File: config.mk
export PLATFORM = sky130hd
export DESIGN_NAME = ccr_core_regs
export DESIGN_NICKNAME = d
export VERILOG_FILES = /design/src/design/ccr_pkg.sv /design/src/design/ccr_core_regs.sv
export SDC_FILE = /design/constraint.sdc
export NUM_CORES = 1
export LEC_CHECK = 0
export ABC_AREA = 1
export ABC_CLOCK_PERIOD_IN_PS = 2800
export BUFFER_PORTS_ARGS = -buffer_cell sky130_fd_sc_hd__buf_2
export CORE_MARGIN = 2
export CORE_UTILIZATION = 50
export CTS_BUF_LIST = sky130_fd_sc_hd__clkbuf_4 sky130_fd_sc_hd__clkbuf_8 sky130_fd_sc_hd__clkbuf_16
export CTS_CLUSTER_SIZE = 12
export DETAILED_ROUTE_END_ITERATION = 6
export GPL_ROUTABILITY_DRIVEN = 0
export PLACE_DENSITY = 0.8
export REMOVE_ABC_BUFFERS = 1
export SETUP_SLACK_MARGIN = 0.5
export SYNTH_ARGS = -nofsm -noshare
export SYNTH_HDL_FRONTEND = slang
export SYNTH_SLANG_ARGS = --single-unit
File: constraint.sdc
create_clock -name CLK -period 2.8 [get_ports CLK]
set_clock_uncertainty 0.2 [all_clocks]
set_input_delay 0.14 -clock CLK [delete_from_list [all_inputs] [get_ports CLK]]
set_output_delay 0.14 -clock CLK [all_outputs]
set_load 0.01 [all_outputs]
File: src/design/ccr_pkg.sv
// Summary of operation
// - 8-bit accumulator, also read and written as data address FFh.
// - First index pointer at data 80h, second at 81h.
// - First short-direct register at 82h, second at 83h.
// - Index pointers drive indirect operand addresses and act as data registers.
// - 12-bit program counter addresses 4096 bytes of program space.
// - Memory beyond 4096 bytes uses a bank-switch register, not a wider counter.
// - Counter increments after fetch; relative branch adds or subtracts offset and writes back.
// - Counter loads target, offset sum, vector, or popped value; holds on a hold request; else adds one.
// - Three carry/zero pairs: main, interrupt, urgent.
// - Interrupt or urgent entry selects its pair; interrupt exit restores previous, or main if the stack is empty.
// - Pairs are never cleared on switching; only the active pair is accessed.
// - Carry follows arithmetic carry/borrow, tested bit, or rotate-left shift-out.
// - Zero is set when the last arithmetic or logic result is zero.
// - After reset the urgent context and its flags are active.
// - Six-level 12-bit return stack outside data space, no pointer, no data saved.
// - Call or interrupt entry shifts levels up, counter into level one.
// - Return moves level one into counter and shifts levels down.
// - Beyond six nestings the oldest return address is silently lost.
// - Return on empty stack keeps stack at top and runs next instruction.
package ccr_pkg;
   localparam logic [7:0] CCR_ADDR_IDX1 = 8'h80;
   localparam logic [7:0] CCR_ADDR_IDX2 = 8'h81;
   localparam logic [7:0] CCR_ADDR_SD1 = 8'h82;
   localparam logic [7:0] CCR_ADDR_SD2 = 8'h83;
   localparam logic [7:0] CCR_ADDR_ACC = 8'hFF;
   localparam int CCR_PC_W = 12;
   localparam int CCR_STACK_DEPTH = 6;
   localparam logic [7:0] CCR_DATA_RST = 8'h00;
   localparam logic [11:0] CCR_PC_RST = 12'h000;
   localparam logic [11:0] CCR_PC_ONE = 12'h001;

   typedef enum logic [1:0] {
      CCR_CTX_MAIN,
      CCR_CTX_INT,
      CCR_CTX_URGENT
   } ccr_ctx_e;

   typedef enum logic [2:0] {
      CCR_PC_NEXT,
      CCR_PC_JUMP,
      CCR_PC_REL,
      CCR_PC_VECTOR,
      CCR_PC_CALL,
      CCR_PC_RET,
      CCR_PC_HOLD
   } ccr_pcop_e;

   typedef enum logic [1:0] {
      CCR_ENT_NONE,
      CCR_ENT_INT,
      CCR_ENT_URGENT
   } ccr_entry_e;

   // Program counter request from the sequencer
   typedef struct packed {
      ccr_pcop_e op;
      logic [11:0] target;
      logic [7:0] offset;
      logic backward;
      ccr_entry_e entry;
      logic int_exit;
   } ccr_pcreq_s;

   // Flag update request from the ALU
   typedef struct packed {
      logic carry_we;
      logic carry_val;
      logic zero_we;
      logic zero_val;
   } ccr_flagreq_s;

   // Data-space access
   typedef struct packed {
      logic we;
      logic [7:0] addr;
      logic [7:0] wdata;
   } ccr_dreq_s;
endpackage

File: src/design/ccr_core_regs.sv
`timescale 1ns/10ps
module ccr_core_regs
   import ccr_pkg::*;
(
   input wire logic CLK,
   input wire logic RESET_N,
   input wire ccr_pcreq_s PC_REQ,
   input wire ccr_flagreq_s FLAG_REQ,
   input wire ccr_dreq_s DATA_REQ,
   input wire logic ACC_WE,
   input wire logic [7:0] ACC_WDATA,
   output logic [11:0] PC,
   output logic [7:0] ACC,
   output logic [7:0] IDX1,
   output logic [7:0] IDX2,
   output logic [7:0] SD1,
   output logic [7:0] SD2,
   output logic [7:0] RDATA,
   output logic RHIT,
   output logic CARRY,
   output logic ZERO,
   output ccr_ctx_e CTX
);
   logic [11:0] pc_reg;
   logic [11:0] pc_next;
   logic [7:0] acc_reg, idx1_reg, idx2_reg, sd1_reg, sd2_reg;
   logic [7:0] rdata_reg;
   logic rhit_reg;
   logic [2:0] carry_reg, zero_reg;
   logic carry_out_reg, zero_out_reg;
   ccr_ctx_e ctx_reg, ctx_next;
   logic [11:0] stk_reg [0:CCR_STACK_DEPTH-1];
   ccr_ctx_e cstk_reg [0:CCR_STACK_DEPTH-1];
   logic [2:0] depth_reg;

   // Register decode; shared with the read mux
   wire hit_acc = DATA_REQ.addr == CCR_ADDR_ACC;
   wire hit_idx1 = DATA_REQ.addr == CCR_ADDR_IDX1;
   wire hit_idx2 = DATA_REQ.addr == CCR_ADDR_IDX2;
   wire hit_sd1 = DATA_REQ.addr == CCR_ADDR_SD1;
   wire hit_sd2 = DATA_REQ.addr == CCR_ADDR_SD2;
   wire hit_any = hit_acc | hit_idx1 | hit_idx2 | hit_sd1 | hit_sd2;
   wire [7:0] rd_mux = hit_acc ? acc_reg : hit_idx1 ? idx1_reg :
      hit_idx2 ? idx2_reg : hit_sd1 ? sd1_reg : hit_sd2 ? sd2_reg :
      CCR_DATA_RST;

   // Stack movement; pop on empty leaves the stack alone
   wire push = PC_REQ.op == CCR_PC_CALL || PC_REQ.op == CCR_PC_VECTOR;
   wire is_ret = PC_REQ.op == CCR_PC_RET;
   wire pop = is_ret && depth_reg != 3'h0;
   // Offset sign-free add or subtract through the 12-bit counter
   wire [11:0] off12 = {4'h0, PC_REQ.offset};
   wire [11:0] rel_sum = PC_REQ.backward ? pc_reg - off12
                                         : pc_reg + off12;
   wire [1:0] ci = ctx_reg; // Active pair index

   // One flag bit of the active pair replaced; other pairs pass untouched
   function automatic logic [2:0] ccr_pair_upd(logic [2:0] cur,
      logic [1:0] idx, logic we, logic val);
      logic [2:0] res;
      res = cur;
      if (we)
         res[idx] = val;
      return res;
   endfunction

   // Counter source select; counter width never grows, banks live elsewhere
   always_comb begin
      unique case (PC_REQ.op)
         CCR_PC_NEXT: pc_next = pc_reg + CCR_PC_ONE;
         CCR_PC_JUMP: pc_next = PC_REQ.target;
         CCR_PC_CALL: pc_next = PC_REQ.target;
         CCR_PC_REL: pc_next = rel_sum;
         CCR_PC_VECTOR: pc_next = PC_REQ.target;
         CCR_PC_RET: pc_next = pop ? stk_reg[0] : pc_reg + CCR_PC_ONE;
         CCR_PC_HOLD: pc_next = pc_reg;
         default: pc_next = pc_reg;
      endcase
   end

   // Context switch; a plain return never changes flags context
   always_comb begin
      ctx_next = ctx_reg;
      if (PC_REQ.op == CCR_PC_VECTOR && PC_REQ.entry == CCR_ENT_INT)
         ctx_next = CCR_CTX_INT;
      else if (PC_REQ.op == CCR_PC_VECTOR && PC_REQ.entry == CCR_ENT_URGENT)
         ctx_next = CCR_CTX_URGENT;
      else if (is_ret && PC_REQ.int_exit)
         ctx_next = pop ? cstk_reg[0] : CCR_CTX_MAIN;
   end

   // Next pair values and the pair that becomes active after this edge
   wire [2:0] carry_next = ccr_pair_upd(carry_reg, ci, FLAG_REQ.carry_we,
      FLAG_REQ.carry_val);
   wire [2:0] zero_next = ccr_pair_upd(zero_reg, ci, FLAG_REQ.zero_we,
      FLAG_REQ.zero_val);
   wire [1:0] cn = ctx_next; // Pair index after a context switch

   // Counter and context
   always_ff @(posedge CLK or negedge RESET_N) begin
      if (!RESET_N) begin
         pc_reg <= CCR_PC_RST;
         ctx_reg <= CCR_CTX_URGENT;
      end else begin
         pc_reg <= pc_next;
         ctx_reg <= ctx_next;
      end
   end

   // Return stack shift; oldest level falls off the end
   always_ff @(posedge CLK or negedge RESET_N) begin
      if (!RESET_N) begin
         depth_reg <= 3'h0;
         for (int i = 0; i < CCR_STACK_DEPTH; i++) begin
            stk_reg[i] <= CCR_PC_RST;
            cstk_reg[i] <= CCR_CTX_MAIN;
         end
      end else if (push) begin
         stk_reg[0] <= pc_reg;
         cstk_reg[0] <= ctx_reg;
         for (int i = 1; i < CCR_STACK_DEPTH; i++) begin
            stk_reg[i] <= stk_reg[i-1];
            cstk_reg[i] <= cstk_reg[i-1];
         end
         if (depth_reg != 3'(CCR_STACK_DEPTH))
            depth_reg <= depth_reg + 3'h1;
      end else if (pop) begin
         for (int i = 0; i < CCR_STACK_DEPTH - 1; i++) begin
            stk_reg[i] <= stk_reg[i+1];
            cstk_reg[i] <= cstk_reg[i+1];
         end
         depth_reg <= depth_reg - 3'h1;
      end
   end

   // Flags: only the active pair moves, others keep their values.
   // The visible flags are flopped from the next pair so that the
   // outputs stay glitch-free across a context switch.
   always_ff @(posedge CLK or negedge RESET_N) begin
      if (!RESET_N) begin
         carry_reg <= 3'h0;
         zero_reg <= 3'h0;
         carry_out_reg <= 1'b0;
         zero_out_reg <= 1'b0;
      end else begin
         carry_reg <= carry_next;
         zero_reg <= zero_next;
         carry_out_reg <= carry_next[cn];
         zero_out_reg <= zero_next[cn];
      end
   end

   // Data registers; ALU write of the accumulator wins over data space
   always_ff @(posedge CLK or negedge RESET_N) begin
      if (!RESET_N) begin
         acc_reg <= CCR_DATA_RST;
         idx1_reg <= CCR_DATA_RST;
         idx2_reg <= CCR_DATA_RST;
         sd1_reg <= CCR_DATA_RST;
         sd2_reg <= CCR_DATA_RST;
         rdata_reg <= CCR_DATA_RST;
         rhit_reg <= 1'b0;
      end else begin
         if (ACC_WE)
            acc_reg <= ACC_WDATA;
         else if (DATA_REQ.we && hit_acc)
            acc_reg <= DATA_REQ.wdata;
         if (DATA_REQ.we && hit_idx1)
            idx1_reg <= DATA_REQ.wdata;
         if (DATA_REQ.we && hit_idx2)
            idx2_reg <= DATA_REQ.wdata;
         if (DATA_REQ.we && hit_sd1)
            sd1_reg <= DATA_REQ.wdata;
         if (DATA_REQ.we && hit_sd2)
            sd2_reg <= DATA_REQ.wdata;
         rdata_reg <= rd_mux;
         rhit_reg <= hit_any;
      end
   end

   // Outputs are flops; pointers feed indirect addressing directly
   assign PC = pc_reg;
   assign ACC = acc_reg;
   assign IDX1 = idx1_reg;
   assign IDX2 = idx2_reg;
   assign SD1 = sd1_reg;
   assign SD2 = sd2_reg;
   assign RDATA = rdata_reg;
   assign RHIT = rhit_reg;
   assign CARRY = carry_out_reg;
   assign ZERO = zero_out_reg;
   assign CTX = ctx_reg;

   AST_RESET_URGENT: assert property (@(posedge CLK)
      $rose(RESET_N) |-> ctx_reg == CCR_CTX_URGENT)
      else $error("context not urgent after reset");
   AST_PC_INC: assert property (@(posedge CLK) disable iff (!RESET_N)
      PC_REQ.op == CCR_PC_NEXT |=> pc_reg == $past(pc_reg) + CCR_PC_ONE)
      else $error("counter did not advance by one");
   AST_PC_JUMP: assert property (@(posedge CLK) disable iff (!RESET_N)
      PC_REQ.op == CCR_PC_JUMP |=> pc_reg == $past(PC_REQ.target))
      else $error("jump target not loaded");
   AST_PUSH_L1: assert property (@(posedge CLK) disable iff (!RESET_N)
      PC_REQ.op == CCR_PC_CALL |=> stk_reg[0] == $past(pc_reg))
      else $error("call did not save counter");
   AST_POP_PC: assert property (@(posedge CLK) disable iff (!RESET_N)
      is_ret && depth_reg != 3'h0 |=> pc_reg == $past(stk_reg[0]))
      else $error("return did not pop counter");
   AST_EMPTY_RET: assert property (@(posedge CLK) disable iff (!RESET_N)
      is_ret && depth_reg == 3'h0 |=> depth_reg == 3'h0 &&
      pc_reg == $past(pc_reg) + CCR_PC_ONE)
      else $error("empty return misbehaved");
   AST_DEPTH_CAP: assert property (@(posedge CLK) disable iff (!RESET_N)
      depth_reg <= 3'(CCR_STACK_DEPTH))
      else $error("stack depth overflow");
   AST_INT_CTX: assert property (@(posedge CLK) disable iff (!RESET_N)
      PC_REQ.op == CCR_PC_VECTOR && PC_REQ.entry == CCR_ENT_INT
      |=> ctx_reg == CCR_CTX_INT ##0 cstk_reg[0] == $past(ctx_reg))
      else $error("interrupt entry context wrong");
   AST_FLAG_KEEP: assert property (@(posedge CLK) disable iff (!RESET_N)
      ctx_reg != CCR_CTX_MAIN |=> carry_reg[0] == $past(carry_reg[0]))
      else $error("inactive pair changed");
   AST_ACC_MIRROR: assert property (@(posedge CLK) disable iff (!RESET_N)
      DATA_REQ.we && hit_acc && !ACC_WE |=> acc_reg == $past(DATA_REQ.wdata))
      else $error("accumulator mirror write lost");

   // Further checks on counter sources, stack movement, flag pairs and data registers
   AST_CALL_PC: assert property (@(posedge CLK) disable iff (!RESET_N)
      PC_REQ.op == CCR_PC_CALL |=> pc_reg == $past(PC_REQ.target))
      else $error("call target not loaded");

   AST_VEC_PC: assert property (@(posedge CLK) disable iff (!RESET_N)
      PC_REQ.op == CCR_PC_VECTOR |=> pc_reg == $past(PC_REQ.target))
      else $error("vector not loaded");

   AST_REL_FWD: assert property (@(posedge CLK) disable iff (!RESET_N)
      PC_REQ.op == CCR_PC_REL && !PC_REQ.backward
      |=> pc_reg == 12'($past(pc_reg) + $past(off12)))
      else $error("forward branch sum wrong");

   AST_REL_BACK: assert property (@(posedge CLK) disable iff (!RESET_N)
      PC_REQ.op == CCR_PC_REL && PC_REQ.backward
      |=> pc_reg == 12'($past(pc_reg) - $past(off12)))
      else $error("backward branch sum wrong");

   AST_URG_CTX: assert property (@(posedge CLK) disable iff (!RESET_N)
      PC_REQ.op == CCR_PC_VECTOR && PC_REQ.entry == CCR_ENT_URGENT
      |=> ctx_reg == CCR_CTX_URGENT)
      else $error("urgent entry context wrong");

   AST_INTERRUPT_EXIT_CTX: assert property (@(posedge CLK) disable iff (!RESET_N)
      is_ret && PC_REQ.int_exit && depth_reg != 3'h0
      |=> ctx_reg == $past(cstk_reg[0]))
      else $error("interrupt exit context not restored");

   AST_PUSH_SHIFT: assert property (@(posedge CLK) disable iff (!RESET_N)
      push |=> stk_reg[1] == $past(stk_reg[0]))
      else $error("push did not shift levels");

   AST_POP_SHIFT: assert property (@(posedge CLK) disable iff (!RESET_N)
      pop |=> stk_reg[0] == $past(stk_reg[1]))
      else $error("pop did not shift levels");

   AST_DEPTH_SAT: assert property (@(posedge CLK) disable iff (!RESET_N)
      push && depth_reg == 3'(CCR_STACK_DEPTH)
      |=> depth_reg == 3'(CCR_STACK_DEPTH))
      else $error("full stack depth moved");

   AST_CARRY_OUT: assert property (@(posedge CLK) disable iff (!RESET_N)
      CARRY == carry_reg[ci])
      else $error("carry output not from active pair");

   AST_ZERO_OUT: assert property (@(posedge CLK) disable iff (!RESET_N)
      ZERO == zero_reg[ci])
      else $error("zero output not from active pair");

   AST_CARRY_WR: assert property (@(posedge CLK) disable iff (!RESET_N)
      FLAG_REQ.carry_we
      |=> carry_reg[$past(ci)] == $past(FLAG_REQ.carry_val))
      else $error("carry write lost");

   AST_ZERO_WR: assert property (@(posedge CLK) disable iff (!RESET_N)
      FLAG_REQ.zero_we
      |=> zero_reg[$past(ci)] == $past(FLAG_REQ.zero_val))
      else $error("zero write lost");

   AST_IDX1_WR: assert property (@(posedge CLK) disable iff (!RESET_N)
      DATA_REQ.we && hit_idx1 |=> idx1_reg == $past(DATA_REQ.wdata))
      else $error("first pointer write lost");

   AST_SD2_WR: assert property (@(posedge CLK) disable iff (!RESET_N)
      DATA_REQ.we && hit_sd2 |=> sd2_reg == $past(DATA_REQ.wdata))
      else $error("second short-direct write lost");

   AST_ACC_PRIO: assert property (@(posedge CLK) disable iff (!RESET_N)
      ACC_WE |=> acc_reg == $past(ACC_WDATA))
      else $error("accumulator write lost");

   AST_RHIT: assert property (@(posedge CLK) disable iff (!RESET_N)
      hit_any |=> rhit_reg)
      else $error("mapped read not flagged");

   AST_RD_IDX2: assert property (@(posedge CLK) disable iff (!RESET_N)
      hit_idx2 |=> rdata_reg == $past(idx2_reg))
      else $error("second pointer read wrong");

endmodule

Yosys cells after proc, flatten, opt, wreduce, memory -nomap -nowiden

Index checks and enable logic that the tools add are counted.

Register bits: 158
Output and inout bits: 65
Logic and storage cells: 101

Add/subtract/negate cells: 5
Magnitude comparators: 3
Eq/ne operators: 14
Mux-type cells: 31
Bitwise gates (word level): 4
Reduce and logical (&&, ||, !) cells: 18

Operators by type and width:

| cell                                                       | number |
|---|---|
| two-way mux 60 bit                                         | 2 |
| two-way mux 8 bit                                          | 7 |
| one-hot mux 12 bit (4 select lines)                        | 1 |
| equality test 8 bit, second input constant                 | 5 |
| two-way mux 12 bit                                         | 2 |
| two-way mux 10 bit                                         | 2 |
| two-way mux 3 bit                                          | 5 |
| adder 12 x 1 -> 12 bit, second input constant              | 1 |
| adder 12 x 8 -> 12 bit                                     | 1 |
| subtractor 12 x 8 -> 12 bit                                | 1 |
| logical AND 1 bit                                          | 10 |
| two-way mux 2 bit                                          | 4 |
| bitwise mux 3 bit                                          | 2 |
| equality test 3 x 2 -> 1 bit, second input constant        | 2 |
| equality test 3 bit, second input constant                 | 2 |
| less-than comparator 2 x 3 -> 1 bit, second input constant | 2 |
| binary-select mux 1 bit (select 2 bit)                     | 2 |
| bitwise OR 1 bit                                           | 4 |
| nonzero test 2 bit                                         | 2 |
| nonzero test 4 bit                                         | 1 |
| adder 3 x 1 -> 3 bit, second input constant                | 1 |
| equality test 3 x 1 -> 1 bit, second input constant        | 1 |
| zero test 3 bit                                            | 1 |
| two-way mux 1 bit                                          | 3 |
| 11 further kinds                                           | 11 |

Logic depth before layout (Yosys ltp)

Word-level depth: 8
Mapped depth: 19
Depth with buffers taken out: 19

Worst setup path before layout

Ideal clock, no wire load.

Path type: input to register
Start point: input port PC_REQ[4] (netlist bit)
End point: register pc_reg[3] (netlist: PC[3])
Setup time: 127 ps
Arrival: 1761 ps
Required time: 2473 ps
Path slack: 712 ps
Stages: 13
Cell sequence: inv_1 ha_1 inv_1 o21ai_0 inv_1 ha_1 nand3_1 nand3_1 or2_2 nand3_1 nand2_1 nor2_1 o21ai_0

Longest elaborated chain between the ends: 3
Elaborated cells between the ends (all ways): 4
Those cells by class: add/sub (2); mux (2)

Ends and longest elaborated chain:

| element                                                                      | RTL line                                 | source |
|---|---|---|
| start: declaration                                                           | ccr_core_regs.sv:7                       | `input wire ccr_pcreq_s PC_REQ,` |
| adder 12 x 8 -> 12 bit / subtractor 12 x 8 -> 12 bit (equally long branches) | ccr_core_regs.sv:54, ccr_core_regs.sv:53 |  |
| two-way mux 12 bit *                                                         | ccr_core_regs.sv:53                      | `wire [11:0] rel_sum = PC_REQ.backward ? pc_reg - off12` |
| one-hot mux 12 bit (4 select lines) *                                        | ccr_core_regs.sv:69                      | `unique case (PC_REQ.op)` |
| end signal: assignment                                                       | ccr_core_regs.sv:105                     | `pc_reg <= pc_next;` |
| end: declaration                                                             | ccr_core_regs.sv:24                      | `logic [11:0] pc_reg;` |

Every way passes the cells marked *; elsewhere a longest branch is shown, timed or not.
A chain may end at the register's enable or synchronous reset.

Worst setup path after layout

Start point: input port DATA_REQ[8] (netlist bit)
End point: register acc_reg[1] (netlist: ACC[1])

Longest elaborated chain between the ends: 3

Ends and longest elaborated chain:

| element                      | RTL line             | source |
|---|---|---|
| start: declaration           | ccr_core_regs.sv:9   | `input wire ccr_dreq_s DATA_REQ,` |
| equality test 8 bit          | ccr_core_regs.sv:37  | `wire hit_acc = DATA_REQ.addr == CCR_ADDR_ACC;` |
| logical AND 1 bit            | ccr_core_regs.sv:166 | `else if (DATA_REQ.we && hit_acc)` |
| nonzero test 2 bit (no line) | --                   |  |
| end signal: assignment       | ccr_core_regs.sv:167 | `acc_reg <= DATA_REQ.wdata;` |
| end: declaration             | ccr_core_regs.sv:26  | `logic [7:0] acc_reg, idx1_reg, idx2_reg, sd1_reg, sd2_reg;` |

No other way between the ends.

==> impl_metrics.yaml <==
outcome:
  outcome: "finished with violations"
  violations: "DRC"
worst_setup_path:
  critPathKind: "in -> reg"
  arrival_ns: 2.37
  reg2reg_depth: 7
  start_kind: "input pin"
  cp-end-kind: "flop"
  cp_max_fo: 8
  critPathRequiredTime_ns: 2.96
  rrSetupSlack_ns: 0.63
yosys:
  ys_async_sr_fraction_pct: 100
  yosysWarnings: 0
  synth_cell_types: 49
  synth-seq-cells: 158
  synth_ff_type: "dfrtp_1"
  ys_seq_area_share_pct: 45.3
  syn_inst: 1043
  synth.avg_cell_area_um2: 8.38
  synth_area_um2: 8740
  synth_edf_count: 0
cts:
  clk_latency_ns: 0.43
  path_clk_slew_ns: 0.06
  numCtsBuffers: 17
  h-tree-depth: 4
  tritoncts: "built"
  cts_sinks: 158
  root_buffer: "clkbuf_16"
  clockBufferDepth: 2
power:
  swShare_pct: 35.9
  switching_power_mw: 2.87
  power_frac_clock_pct: 28.1
  comb_power_share_pct: 30.6
  pwr_density_cell_nw_per_um2: 749
  leakage_nw: 5.37
  power.internal_mw: 5.13
  p_seq_share_pct: 41.3
  vdd_drop_max_v: 0.000620
global_route:
  grt_first_pass_wirelength_um: 36800
  met2_usage_pct: 42.1
  grt_pass1_vias: 7696
  grt.busiest_layer: "met2"
  gr-usage-all-layers_pct: 25.1
  gr-usage-met3_pct: 5.82
  grt_antenna_before_repair: 0
  grt_overflow_total: 0
  grt_max_degree: 70
  grt_use_met1_pct: 31.9
hold_path:
  min_path_cells: 7
  hp-class: "in -> reg"
route:
  wl_per_cell_um: 15.5
  via_count: 7985
  drc: 1
  drt_first_iter_violations: 602
  first_pass_iters: 7
  drt_wl_total_um: 22600
  drt.antenna.violating_nets: 0
  viasPerCell: 5.48
floorplanning:
  start_util_pct: 50.9
  die_w_um: 136
  fp.coreArea_um2: 17200
  placementRows: 48
  io_pins: 124
  die_area_um2: 18600
  fp.dieH_um: 136
timing:
  max_freq_mhz: 453
  period_share_pct: 78.9
  fin_crit_ns: 2.21
  max_slew_margin_pct: 47.8
  hold_violations: 0
  worstMarginPinSlew_ns: 0.782
  finalSetupViolCount: 0
  drv_slew: 0
  setup-tns-final_ns: 0
  rsz0062_at_grt: "true"
cells_and_area:
  layout-drive-gt1-share_pct: 22.3
  largest_register_ffs: 72
  fillers: 1393
  final_cell_mix: "277 x nand2_1, 156 x dfrtp_1, 152 x inv_1, 122 x buf_2, 56 x dlygate4sd3_1"
  antenna_cells: 0
  area_growth_syn_to_layout_pct: 22.2
  layout_commonest_cell: "nand2_1"
  nets: 1292
  fin_util_pct: 62.2
placement:
  dpl.hpwl_um: 15000
  port_buffers: 123
flow_run:
  cap_violations: 0
==> worst max-delay path: stages <==
cell and delay, ns:
dlygate4sd3_1 0.53, buf_2 0.17, nand2_2 0.09, nor3_2 0.11, nand2_1 0.15, inv_4 0.12, nand2_4 0.12, nand2_4 0.12
nor2_1 0.05, nor3_1 0.19, dlygate4sd3_1 0.57
==> cell usage after synthesis, types with 2 or more instances <==
cell type,n,area share (%)
o221ai_1,36,3.6
o21ai_2,2,0.20
o221ai_2,30,5.2
nand2_8,2,0.46
nand2_1,277,12
xnor2_1,4,0.40
nand3_1,51,2.9
or2_1,2,0.14
fa_1,2,0.46
or2_2,3,0.21
buf_2,20,1.1
buf_6,12,1.5
o21ai_0,42,2.4
inv_1,153,6.6
a31oi_1,3,0.21
o211ai_1,4,0.34
o31ai_1,2,0.17
inv_2,6,0.26
nor2_4,3,0.39
nor3_1,17,0.97
inv_4,2,0.14
o21ai_1,26,1.5
ha_1,13,1.9
nand2_4,5,0.64
a21oi_1,42,2.4
nand4_1,9,0.64
nor2_2,2,0.14
nor2_1,50,2.1
clkbuf_1,2,0.086
dfrtp_1,157,45
xor2_1,8,0.80
nand2_2,38,2.7
mux2i_1,2,0.23
==> timing repair <==
item                                   4_1_cts  5_1_grt
gates cloned                                 1        0
setup endpoints to repair                    6       20
buffers inserted                             0        2
gates resized for setup                      0        7
pin swaps                                    1        0
hold buffers                                56        0
endpoints found under the hold margin      137        0
==> final timing paths <==
check                                    startpoint                 endpoint
setup / recovery                        DATA_REQ[8]       ACC[1]$_DFFE_PN0P_
max in group asynchronous                   RESET_N       SD2[7]$_DFFE_PN0P_
setup reg to reg           depth_reg[1]$_DFFE_PN0P_         CTX[1]$_DFF_PN1_
hold / removal                           PC_REQ[23]       PC[11]$_DFFE_PN0P_
hold reg to reg              stk_reg[5]$_DFFE_PN0N_   stk_reg[5]$_DFFE_PN0N_
min in group asynchronous                   RESET_N  stk_reg[46]$_DFFE_PN0P_
==> layout make-up <==
class                      instances  area (um2)  area share, %
clock buffer                      20         460           4.31
timing repair buffer             190        1310           12.2
sequential                       158        3960           37.1
multi-input combinational        689        3940           36.9
tap                              225         282           2.64
clock inverter                    12         113           1.05
inverter                         162         621           5.81
==> power groups by stage <==
stage          Combinational, mW  Sequential, mW  Clock, mW
3_3_place_gp                2.22            3.29          0
2_1_floorplan               1.65            3.27          0
3_5_place_dp                2.31            3.31          0
6_report                    2.45            3.30       2.25
4_1_cts                     2.43            3.28       2.27
5_1_grt                     2.77            3.36       2.39
==> per-layer routing <==
layer  up-vias  share of wire (%)
li1       3798                  -
met4         0                2.1
met2       321                 50
met5         -                  0
met3        48                6.9
met1      3818                 41
==> kinds of logic (layout without fill, tap and decap cells) <==
kind of cell	count (synthesis)	in the layout	synth area share, %
compound gates	193	193	16.8
flops	158	158	45.3
xor+xnor	12	12	1.20
fa+ha+maj	15	15	2.32
mux	2	2	0.229
buf+inv	197	384	9.94
simple gates	466	467	24.3
==> per-stage QoR <==
stage,cells,setup WS (ns),area [um2],hold slack [ns],power [mW]
finish,1456,0.592,10700,0.0243,8.00
global route,1456,0.483,10700,0.0608,8.52
CTS,1454,0.556,10600,0.00464,7.98
detailed placement,1365,0.367,9500,-0.000572,5.62
global placement,1365,0.469,9500,-0.00237,5.51
floorplan,1008,0.359,8490,-0.356,4.92
(Power assumes the default switching activity.)
